<file path="src/logic/nmi_entry_pkg.sv">
// Constants for the reset and NMI entry block
package nmi_entry_pkg;
  localparam int          VEC_W          = 31;
  localparam int          GPR_COUNT      = 31;
  localparam int          SYNC_STAGES    = 2;
  localparam logic [31:0] CAUSE_PIN      = 32'h0000_0000;
  localparam logic [31:0] CAUSE_ST_ERR   = 32'hf000_0000;
  localparam logic [31:0] CAUSE_LD_ERR   = 32'hf000_0001;
  localparam logic [31:0] CAUSE_RESET    = 32'h0000_0000;
  localparam logic [31:0] ERR_ADDR_RESET = 32'h0000_0000;
  localparam logic [31:0] GPR_RESET      = 32'h0000_0000;
endpackage : nmi_entry_pkg

</file>
<file path="src/logic/pin_sync.sv">
// Two-stage synchroniser for an asynchronous pin
`timescale 1ns/100ps
`default_nettype none
module pin_sync #(
  parameter int STAGES = 2
) (
  input  wire logic ref_clk,
  input  wire logic rstn,
  input  wire logic pin_in,
  output logic      pin_sync_out
);
  logic [STAGES-1:0] sync_q;

  always_ff @(posedge ref_clk or negedge rstn) begin
    if (!rstn) begin
      sync_q <= '0;
    end else begin
      sync_q <= {sync_q[STAGES-2:0], pin_in};
    end
  end

  assign pin_sync_out = sync_q[STAGES-1];
endmodule : pin_sync
`default_nettype wire

</file>
<file path="src/logic/reset_and_nmi_entry.sv">
// Reset and non-maskable interrupt entry logic of the core
`timescale 1ns/100ps
`default_nettype none
module reset_and_nmi_entry (
  input  wire logic                               ref_clk,
  input  wire logic                               rstn,
  input  wire logic [nmi_entry_pkg::VEC_W:1]      rst_vec,
  input  wire logic [nmi_entry_pkg::VEC_W:1]      nmi_vec,
  input  wire logic                               nmi_pin,
  input  wire logic                               st_err,
  input  wire logic                               ld_err,
  input  wire logic [31:0]                        err_addr,
  input  wire logic                               unlock_wr,
  input  wire logic                               vectored_mode,
  input  wire logic [4:0]                         gpr_idx,
  input  wire logic                               gpr_wr,
  input  wire logic [31:0]                        gpr_wdata,
  output logic                                    fetch_redirect,
  output logic [31:0]                             fetch_addr,
  output logic [31:0]                             cause,
  output logic                                    cause_wr,
  output logic [31:0]                             err_addr_cap,
  output logic                                    err_locked,
  output logic [31:0]                             gpr_rdata
);

  // ----------------------------------------------------------------
  // State encoding
  // ----------------------------------------------------------------
  typedef enum logic [1:0] {
    ST_RESET = 2'b00,
    ST_RUN   = 2'b01
  } entry_state_e;

  entry_state_e state_q;
  logic         nmi_sync;
  logic         nmi_prev_q;
  logic         pin_event;
  logic         bus_event;
  logic         lock_q;
  logic [31:0]  cause_d;

  // ----------------------------------------------------------------
  // Pin synchroniser and edge detect
  // ----------------------------------------------------------------
  // two-flop synchroniser
  pin_sync #(
    .STAGES (nmi_entry_pkg::SYNC_STAGES)
  ) u_nmi_sync (
    .ref_clk      (ref_clk),
    .rstn         (rstn),
    .pin_in       (nmi_pin),
    .pin_sync_out (nmi_sync)
  );

  always_ff @(posedge ref_clk or negedge rstn) begin
    if (!rstn) begin
      nmi_prev_q <= 1'b0;
    end else begin
      nmi_prev_q <= nmi_sync;
    end
  end

  assign pin_event = nmi_sync & ~nmi_prev_q;

  assign bus_event = (st_err | ld_err) & ~lock_q;

  // ----------------------------------------------------------------
  // Error address capture and lock
  // ----------------------------------------------------------------
  always_ff @(posedge ref_clk or negedge rstn) begin
    if (!rstn) begin
      lock_q       <= 1'b0;
      err_addr_cap <= nmi_entry_pkg::ERR_ADDR_RESET;
    end else if (bus_event) begin
      // capture and lock; while locked, unlock wins and a new error is dropped
      lock_q       <= 1'b1;
      err_addr_cap <= err_addr;
    end else if (unlock_wr) begin
      lock_q <= 1'b0;
    end
  end

  assign err_locked = lock_q;

  // ----------------------------------------------------------------
  // Cause selection
  // ----------------------------------------------------------------
  always_comb begin
    // cause codes; store error before load error
    if (bus_event && st_err) begin
      cause_d = nmi_entry_pkg::CAUSE_ST_ERR;
    end else if (bus_event) begin
      cause_d = nmi_entry_pkg::CAUSE_LD_ERR;
    end else begin
      cause_d = nmi_entry_pkg::CAUSE_PIN;
    end
  end

  // ----------------------------------------------------------------
  // Fetch redirect sequencing
  // ----------------------------------------------------------------
  // async assert, release sampled on clock
  always_ff @(posedge ref_clk or negedge rstn) begin
    if (!rstn) begin
      state_q        <= ST_RESET;
      fetch_redirect <= 1'b0;
      fetch_addr     <= 32'h0000_0000;
      cause          <= nmi_entry_pkg::CAUSE_RESET;
      cause_wr       <= 1'b0;
    end else begin
      fetch_redirect <= 1'b0;
      cause_wr       <= 1'b0;
      case (state_q)
        ST_RESET: begin
          fetch_redirect <= 1'b1;
          fetch_addr     <= {rst_vec, 1'b0};
          state_q        <= ST_RUN;
        end
        ST_RUN: begin
          if (pin_event || bus_event) begin
            fetch_redirect <= 1'b1;
            fetch_addr     <= {nmi_vec, 1'b0};
            cause          <= cause_d;
            cause_wr       <= 1'b1;
          end
        end
        default: begin
          state_q <= ST_RESET;
        end
      endcase
    end
  end

  // ----------------------------------------------------------------
  // General registers x1..x31
  // ----------------------------------------------------------------
  logic [31:0] gpr_q [1:nmi_entry_pkg::GPR_COUNT];

  always_ff @(posedge ref_clk or negedge rstn) begin
    if (!rstn) begin
      for (int i = 1; i <= nmi_entry_pkg::GPR_COUNT; i++) begin
        gpr_q[i] <= nmi_entry_pkg::GPR_RESET;
      end
    end else if (gpr_wr && gpr_idx != 5'h00) begin
      gpr_q[gpr_idx] <= gpr_wdata;
    end
  end

  always_ff @(posedge ref_clk or negedge rstn) begin
    if (!rstn) begin
      gpr_rdata <= nmi_entry_pkg::GPR_RESET;
    end else if (gpr_idx == 5'h00) begin
      gpr_rdata <= nmi_entry_pkg::GPR_RESET;
    end else begin
      gpr_rdata <= gpr_q[gpr_idx];
    end
  end

  logic unused_mode;
  assign unused_mode = vectored_mode;

endmodule : reset_and_nmi_entry
`default_nettype wire

</file>
<file path="config.mk">
export PLATFORM = sky130hd
export DESIGN_NAME = reset_and_nmi_entry
export DESIGN_NICKNAME = d
export VERILOG_FILES = /design/src/logic/nmi_entry_pkg.sv /design/src/logic/pin_sync.sv /design/src/logic/reset_and_nmi_entry.sv
export SDC_FILE = /design/constraint.sdc
export NUM_CORES = 1
export LEC_CHECK = 0
export BUFFER_PORTS_ARGS = -buffer_cell sky130_fd_sc_hd__clkbuf_2
export CORE_AREA = 2 2 309 541
export CTS_BUF_LIST = sky130_fd_sc_hd__clkbuf_2
export DETAILED_ROUTE_END_ITERATION = 7
export DIE_AREA = 0 0 311 543
export PLACE_DENSITY = 0.53
export REMOVE_ABC_BUFFERS = 1
export SLEW_MARGIN = 10
export SYNTH_ARGS = -nofsm -noshare
export SYNTH_HDL_FRONTEND = slang
export SYNTH_SLANG_ARGS = --single-unit
</file>
<file path="constraint.sdc">
create_clock -name ref_clk -period 1.5 [get_ports ref_clk]
set_input_delay 0.225 -clock ref_clk [delete_from_list [all_inputs] [get_ports ref_clk]]
set_output_delay 0.225 -clock ref_clk [all_outputs]
set_load 0.1 [all_outputs]
</file>
After elaboration in Yosys (flattened, before gate mapping)

Cells that the tools add are included.

Register bits after elaboration: 1128
Bits of input ports: 139
Output and inout bits: 131
Logic and storage cells: 79

Order comparisons: 2
Reductions and logical operators: 11
Mux-type cells: 17
Bitwise logic cells: 6
Eq/ne operators: 2

Operators with widths:

| kind                 | count |
|---|---|
| $bwmux W992          | 1 |
| $mux W32             | 7 |
| $bmux W32 S5         | 1 |
| $demux W32 S5        | 1 |
| $pmux W32 S2         | 1 |
| $ge A6 B6 Y1 const B | 1 |
| $lt A6 B1 Y1 const B | 1 |
| $not A5 Y6           | 1 |
| $logic_not A5 Y1     | 1 |
| $reduce_bool A5 Y1   | 1 |
| $mux W1              | 4 |
| $pmux W2 S2          | 1 |
| $reduce_and A2 Y1    | 2 |
| $reduce_bool A2 Y1   | 2 |
| $logic_and A1 B1 Y1  | 3 |
| $and A1 B1 Y1        | 2 |
| $eq A2 B1 Y1 const B | 1 |
| $logic_not A2 Y1     | 1 |
| $ne A2 B2 Y1 const B | 1 |
| $not A1 Y1           | 2 |
| $pmux W1 S2          | 1 |
| $logic_or A1 B1 Y1   | 1 |
| $or A1 B1 Y1         | 1 |

Depth between registers and ports, before layout

Gate-level depths: netlist of the first run.

Depth after elaboration: 6
Depth in mapped cells: 9

Cells and area by module

Synthesis of the first run repeated with hierarchy kept, for this count alone.

Cell total of the unflattened synthesis: 3462
Area, all modules: 49045.8 µm²

By module, submodules not included:

| module              | cells an instance | times used | seq. area each (µm²) | area an instance (µm²) |
|---|---|---|---|---|
| reset_and_nmi_entry | 3460              | 1          | 27376.3              | 48995.7 |
| pin_sync            | 2                 | 1          | 50.0                 | 50.0 |

Worst setup path after synthesis of the first run

Ideal clock, no wire load.

Path kind: register to register
Start point: register lock_q, in the netlist err_locked
End point: register fetch_addr[10]
Library setup time: 0.083 ns
Arrival: 2.120 ns
Setup slack: -0.703 ns
Path buffers: 2
Clock period less this slack: 2.203 ns
Stages on the path, launching flop included: 7
Path through: dfrtp_1 > o21bai_1 > and3_1 > clkbuf_1 > clkbuf_1 > nand2_1 > o21ai_0

Longest elaborated chain between the ends: 5

RTL lines:

| item                               | RTL line                   | source |
|---|---|---|
| start, declared                    | reset_and_nmi_entry.sv:40  | `logic lock_q;` |
| start signal, assigned             | reset_and_nmi_entry.sv:73  | `lock_q <= 1'b0;` |
| start signal, assigned             | reset_and_nmi_entry.sv:77  | `lock_q <= 1'b1;` |
| start signal, assigned             | reset_and_nmi_entry.sv:80  | `lock_q <= 1'b0;` |
| $not A1 Y1                         | reset_and_nmi_entry.sv:66  | `assign bus_event = (st_err \| ld_err) & ~lock_q;` |
| $and A1 B1 Y1                      | reset_and_nmi_entry.sv:66  |  |
| $logic_or A1 B1 Y1                 | reset_and_nmi_entry.sv:121 | `if (pin_event \|\| bus_event) begin` |
| $ne A2 B2 Y1 (no source line)      | --                         |  |
| $reduce_and A2 Y1 (no source line) | --                         |  |
| end signal, assigned               | reset_and_nmi_entry.sv:117 | `fetch_addr <= {rst_vec, 1'b0};` |
| end signal, assigned               | reset_and_nmi_entry.sv:123 | `fetch_addr <= {nmi_vec, 1'b0};` |
| end, declared                      | reset_and_nmi_entry.sv:19  | `output logic [31:0] fetch_addr,` |

No other way between the ends.
A chain may end at the register's enable or synchronous reset.

Worst setup path after layout of the first run

Start point: register fetch_addr[3]
End point: output port fetch_addr[3]

No word-level cell between the ends.

==> results of run 1 <==
==> placed cells by master, fill, tap and decap left out, types with 20 or more instances in the layout <==
cell / instances
mux2i_1: 331
nand2_1: 133
nor4_1: 25
mux2_2: 1004
a22o_1: 31
o22ai_1: 122
clkinv_1: 40
buf_4: 239
dlygate4sd3_1: 375
nand3_1: 20
conb_1: 29
clkbuf_2: 510
nor2_1: 28
mux4_2: 75
mux2_1: 21
buf_12: 218
o21ai_0: 67
clkbuf_16: 23
dfrtp_1: 1078
==> final cells by class <==
cell class	count	area [µm²]	area share [%]
flip-flops and latches	1096	27400	42.6
multi-input cells	2051	20600	31.9
repair buffers	1014	11500	17.8
clock inverters	56	312	0.483
diodes	13	32.5	0.0504
inverters	6	22.5	0.0349
clock buffers	376	1880	2.92
well taps	2189	2740	4.25
==> registers in the layout, indices dropped and copies added, names as in the netlist <==
name,count
gpr_q,992
err_addr_cap,32
gpr_rdata,32
fetch_addr,31
cause,2
u_nmi_sync.sync_q,2
cause_wr,1
err_locked,1
fetch_redirect,1
nmi_prev_q,1
state_q,1
==> timing repair <==
| action | 4_1_cts | 5_1_grt |
|---|---|---|
| hold buffers | 389 | 3 |
| pin swaps | 15 | 20 |
| buffers inserted | 3 | 24 |
| gates resized for setup | 298 | 163 |
| cloned | 0 | 3 |
| hold endpoints to repair | 2189 | 265 |
| setup endpoints to repair | 119 | 1062 |
==> power by group <==
group          total, W  switching, W  internal (W)
Combinational    0.0221        0.0115        0.0105
Clock            0.0193        0.0122       0.00714
Sequential       0.0388       0.00345        0.0353
==> per-layer routing <==
metal | global-route usage (%) | routed length (µm) | vias to the layer above
li1 | - | - | 14600
met1 | 22.2 | 65800 | 18100
met2 | 36.4 | 91600 | 898
met3 | 3.37 | 6220 | 513
met4 | 9.42 | 7950 | 18
met5 | 0.489 | 193 | -
==> cell families (layout without fill, tap and decap cells) <==
kind of cell	count (synthesis)	in the layout
AND/OR/NAND/NOR	309	309
AO/OA/AOI/OAI	278	278
buffers and inverters	358	1452
flip-flops	1096	1096
multiplexers	1435	1435
other	2	42
==> worst max-delay path by stage <==
stage	start	to	slack, ns	cells past startpoint
after floorplan	gpr_idx[4]	gpr_q[736]$_DFFE_PN0P_	-2.29	3
after global placement	gpr_idx[0]	gpr_rdata[12]$_DFF_PN0_	-1.20	8
after detailed placement	gpr_idx[0]	gpr_rdata[12]$_DFF_PN0_	-1.24	8
after CTS	gpr_rdata[13]$_DFF_PN0_	gpr_rdata[13]	-1.18	1
after global routing	fetch_addr[3]$_DFFE_PN0P_	fetch_addr[3]	-1.29	1
final	fetch_addr[3]$_DFFE_PN0P_	fetch_addr[3]	-1.10	1
==> through the flow <==
stage / utilization [%] / TNS (ns)
4_1_cts: 38.8 / -183.34
6_report: 39.3 / -139.67
2_1_floorplan: - / -1104.83
3_5_place_dp: 34.2 / -547.08
3_3_place_gp: 34.2 / -524.49
5_1_grt: 39.3 / -145.01
==> reports/qor.yml, run 1 <==
dieWidth_um: 311
place_congestion: 0.780
final_area_mm2: 0.0645
cts_sinks: 1096
yosysMostFrequentCell: "dfrtp_1"
critPathLaunchType: "register"
synth_top_family_by_area: "multiplexers"
whs_ns: 0.0484
io_buffer_count: 240
routed_wl_mm: 172
synthCells: 3478
cts_max_path_buffers: 4
ys_seq_area_share_pct: 55.9
hp-start: "gpr_idx[2]"
core_area_mm2: 0.164
r2r_start: "gpr_q[532]$_DFFE_PN0P_"
synth_cell_types: 45
rows: 197
drcViolationCount: 0
drive_gt1_share_pct: 47.9
drt_pass1_iterations: 5
synthAdderAreaFrac_pct: 0
vias: 34100
clock_skew_ns: 0.196
fp.dieH_um: 543
cts_root_buf: "clkbuf_2"
dp_hpwl_mm: 101
drv_cap: 0
powerDensity_mw_per_mm2: 1240
violations: "negative setup slack"
hold_class: "in2reg"
worstPathRequired_ns: 1.27
async_flop_share_pct: 100
grt_pass1_vias: 37000
start_util_pct: 29.9
r2r_cells: 4
final-hold-violation-count: 0
setup_viol: 269
nets: 4557
min_path_cells: 5
synth.top_cells.by_area: "dfrtp_1 56%, mux2_2 23%, mux2i_1 6.8%"
grt.total_usage_pct: 19.9
clk_latency_ns: 1.56
endpoint_kind: "output pin"
hold_path_end: "gpr_rdata[20]$_DFF_PN0_"
synth_compound_area_share_pct: 3.69
total_power_w: 0.0801
area_growth_pct: 31.4
cp.arrival_ns: 2.38
synthMuxAreaShare_pct: 33.8
cp_top_family: "flip-flops"
grt_max_degree: 72
wl_per_cell_um: 25.3
outcome: "complete, but fails checks"
ys_ff_latch: 1096
dp_slack_ns: -1.24
cp_max_fo: 2
synth_top_cells_by_count: "1096 x dfrtp_1, 1004 x mux2_2, 335 x mux2i_1"
path_class: "reg2out"
ir_drop_v: 0.000622
worst_pin_slew_ns: 1.14
fmax_ghz: 0.385
drt-initial-drc-count: 1742
synth_edf_count: 0
postRouteAntennaNets: 0
cp_num_buf_inv: 1
min_period_ns: 2.60
path_clk_slew_ns: 0.12
maxSlewHeadroom_pct: 24.0
cts_buffers: 249
critPathMaxStageDelay_ns: 0.57
fillers: 15400
power_leakage_nw: 29.8
drv_slew: 0
dp_cells: 5939
critPathSlowestCell: "dfrtp_1"
yosys.area_share.simple_pct: 3.07
final_cells: 6801
synth-main-ff-cell: "dfrtp_1"
synth_area_leader_cell: "dfrtp_1"
ys_warn_count: 0
cts_tree: "built"
timing.rr.end: "gpr_rdata[20]$_DFF_PN0_"
h-tree-depth: 4
syn_area_mm2: 0.0491
antenna_found_initial: 18
grt_pass1_wl_mm: 249
routed_via_density: 5.01
final.period_utilization_pct: 173
dieArea_mm2: 0.169
placed_cell_area_mm2: 0.0561
synth_xor_area_share_pct: 0
reg2reg_slack_ns: -0.06
io_pins: 270
synth_top_area_share_pct: 55.9
overflow: 0
rsz0062_at_grt: "yes"
final.setup.worst_slack_ns: -1.10
path_cells: "buf_12"
avgSynthCellArea_um2: 14.1
No activity file was read; power rests on OpenSTA's default activity.
==> inputs of run 2 (changes only) <==
--- a/config.mk
+++ b/config.mk
@@ -11,6 +11,7 @@
 export DETAILED_ROUTE_END_ITERATION = 7
 export DIE_AREA = 0 0 311 543
 export PLACE_DENSITY = 0.53
+export RECOVER_POWER = 25
 export REMOVE_ABC_BUFFERS = 1
 export SLEW_MARGIN = 10
 export SYNTH_ARGS = -nofsm -noshare
==> run 2 against run 1 <==
  * The flow still finishes with violations (negative setup slack)
  * Via count about the same
  * Fmax up 0.77%
  * Worst setup slack gained 0.020 ns
  * Clock power about the same
  * Register-to-register slack worse by 0.02 ns
  * Cell count is essentially flat
  * Global-route usage unchanged
  * Clock skew increased by 0.0021 ns
  * Count of clock-buffer cells in the layout did not move
  * Largest cell class unchanged
==> reports/qor.yml, run 2 (synthesis gave the netlist of run 1 again) <==
worstPathRequired_ns: 1.27  # about the same
violations: "negative setup slack"  # unchanged
fillers: 15500  # was 15400
min_path_cells: 5  # unchanged
drv_cap: 0  # unchanged
largest_registers: "gpr_q: 992 flops, err_addr_cap: 32 flops, gpr_rdata: 32 flops"  # unchanged
cts_max_path_buffers: 4  # unchanged
cts_sinks: 1096  # unchanged
hold_class: "in2reg"  # unchanged
overflow: 0  # unchanged
cts_root_buf: "clkbuf_2"  # unchanged
cts_tree: "built"  # unchanged
h-tree-depth: 4  # unchanged
total_power_w: 0.0800  # was 0.0801 W
critPathMaxStageDelay_ns: 0.57  # about the same
grt.total_usage_pct: 19.9  # unchanged
outcome: "complete, but fails checks"  # unchanged
grt_pass1_vias: 37000  # unchanged
worst_pin_slew_ns: 1.15  # was 1.14 ns
place_congestion: 0.780  # unchanged
postRouteAntennaNets: 0  # unchanged
drive_gt1_share_pct: 47.9  # about the same
cp_top_family: "flip-flops"  # unchanged
drt_pass1_iterations: 5  # unchanged
routed_wl_mm: 171  # was 172 mm
final.setup.worst_slack_ns: -1.08  # was -1.10 ns
drv_slew: 0  # unchanged
clk_latency_ns: 1.56  # about the same
routed_via_density: 5.01  # about the same
final.period_utilization_pct: 172  # was 173%
grt_pass1_wl_mm: 249  # unchanged
cp_max_fo: 2  # unchanged
io_pins: 270  # unchanged
drt-initial-drc-count: 1717  # was 1742
hp-start: "gpr_idx[2]"  # unchanged
dieArea_mm2: 0.169  # unchanged
path_cells: "buf_12"  # unchanged
critPathSlowestCell: "dfrtp_1"  # unchanged
powerDensity_mw_per_mm2: 1240  # about the same
ir_drop_v: 0.000622  # about the same
cp-startpoint: "fetch_addr[3]$_DFFE_PN0P_"  # unchanged
area_growth_pct: 31.0  # was 31.4%
mostFrequentLayoutCells: "1078 x dfrtp_1, 1004 x mux2_2, 528 x clkbuf_2"  # was 1078 x dfrtp_1, 1004 x mux2_2, 510 x clkbuf_2
power_leakage_nw: 29.7  # was 29.8 nW
critPathLaunchType: "register"  # unchanged
path_clk_slew_ns: 0.12  # about the same
crit_cells: 1  # unchanged
path_class: "reg2out"  # unchanged
drcViolationCount: 0  # unchanged
grtUsageMet2_pct: 36.4  # unchanged
r2r_cells: 4  # unchanged
met1_usage_pct: 22.2  # unchanged
antenna_found_initial: 18  # unchanged
grt_max_degree: 72  # unchanged
final_common_cell: "dfrtp_1"  # unchanged
largest_reg_flops: 992  # unchanged
endpoint_kind: "output pin"  # unchanged
final-hold-violation-count: 0  # unchanged
dieWidth_um: 311  # unchanged
cts_buffers: 249  # unchanged
cp.arrival_ns: 2.36  # was 2.38 ns
io_buffer_count: 240  # unchanged
grt_busiest_layer: "met2"  # unchanged
clock_skew_ns: 0.198  # was 0.196 ns
grtUsageMet3_pct: 3.37  # unchanged
cp_num_buf_inv: 1  # unchanged
rows: 197  # unchanged
setup_viol: 434  # was 269
setup-tns-final_ns: -148.53  # was -139.67 ns
wl_per_cell_um: 25.2  # was 25.3 µm
top_register: "gpr_q"  # unchanged
maxSlewHeadroom_pct: 22.8  # was 24.0%
fp.dieH_um: 543  # unchanged
min_period_ns: 2.58  # was 2.60 ns
nets: 4557  # unchanged
fmax_ghz: 0.387  # was 0.385 GHz
core_area_mm2: 0.164  # unchanged
vias: 34100  # about the same
rsz0062_at_grt: "yes"  # unchanged
dp_hpwl_mm: 101  # unchanged
r2r_start: "gpr_q[532]$_DFFE_PN0P_"  # unchanged
start_util_pct: 29.9  # unchanged
-- run 2: through the flow --
stage | utilization, % | cell area [µm²] | worst slack [ns] | cells | hold WS [ns]
finish | 39.2 | 64300 | -1.08 | 6802 | 0.0716
global route | 39.2 | 64300 | -1.29 | 6798 | 0.0234
CTS | 38.8 | 63700 | -1.18 | 6762 | 0.00861
detailed placement | 34.2 | 56100 | -1.24 | 5939 | 0.0744
global placement | 34.2 | 56100 | -1.20 | 5939 | 0.0726
floorplan | - | 47500 | -2.29 | 3153 | -0.0706
-- run 2: final cells by class --
| cell class | count | area (µm²) | share of cell area [%] |
|---|---|---|---|
| antenna | 14 | 35.0 | 0.0545 |
| clock buffer | 376 | 1880 | 2.93 |
| clock inverter | 56 | 312 | 0.485 |
| inverter | 6 | 22.5 | 0.0350 |
| multi-input combinational | 2051 | 20600 | 32.0 |
| sequential | 1096 | 27400 | 42.7 |
| tap | 2189 | 2740 | 4.26 |
| timing repair buffer | 1014 | 11300 | 17.6 |
-- run 2: what timing repair did --
action	in CTS	in global routing
gates cloned	0	3
hold buffers	389	3
gates resized for setup	298	163
buffers inserted	3	24
pin swaps	15	20
endpoints found under the setup margin	119	1062
hold endpoints to repair	2189	265
-- run 2: worst paths after layout --
| path | endpoint | slack (ns) |
|---|---|---|
| worst min-delay path | gpr_rdata[20]$_DFF_PN0_ | 0.07 |
| worst max register to register | gpr_rdata[20]$_DFF_PN0_ | -0.08 |
| min in group asynchronous | fetch_addr[4]$_DFFE_PN0P_ | 0.56 |
| worst min register to register | u_nmi_sync.sync_q[1]$_DFF_PN0_ | 0.41 |
| max in group asynchronous | gpr_q[589]$_DFFE_PN0P_ | -0.21 |
| worst max-delay path | fetch_addr[3] | -1.08 |
-- run 2: report_power, final --
part,switching [W],internal (W)
Sequential,0.00344,0.0353
Clock,0.0121,0.00713
Combinational,0.0115,0.0105
Total,0.0271,0.0529
-- run 2: per-layer routing --
layer  share of wire [%]  vias to the layer above
met4                 4.6                       16
met5                0.11                        -
met3                 3.8                      510
li1                    -                    14600
met1                  38                    18000
met2                  53                      940
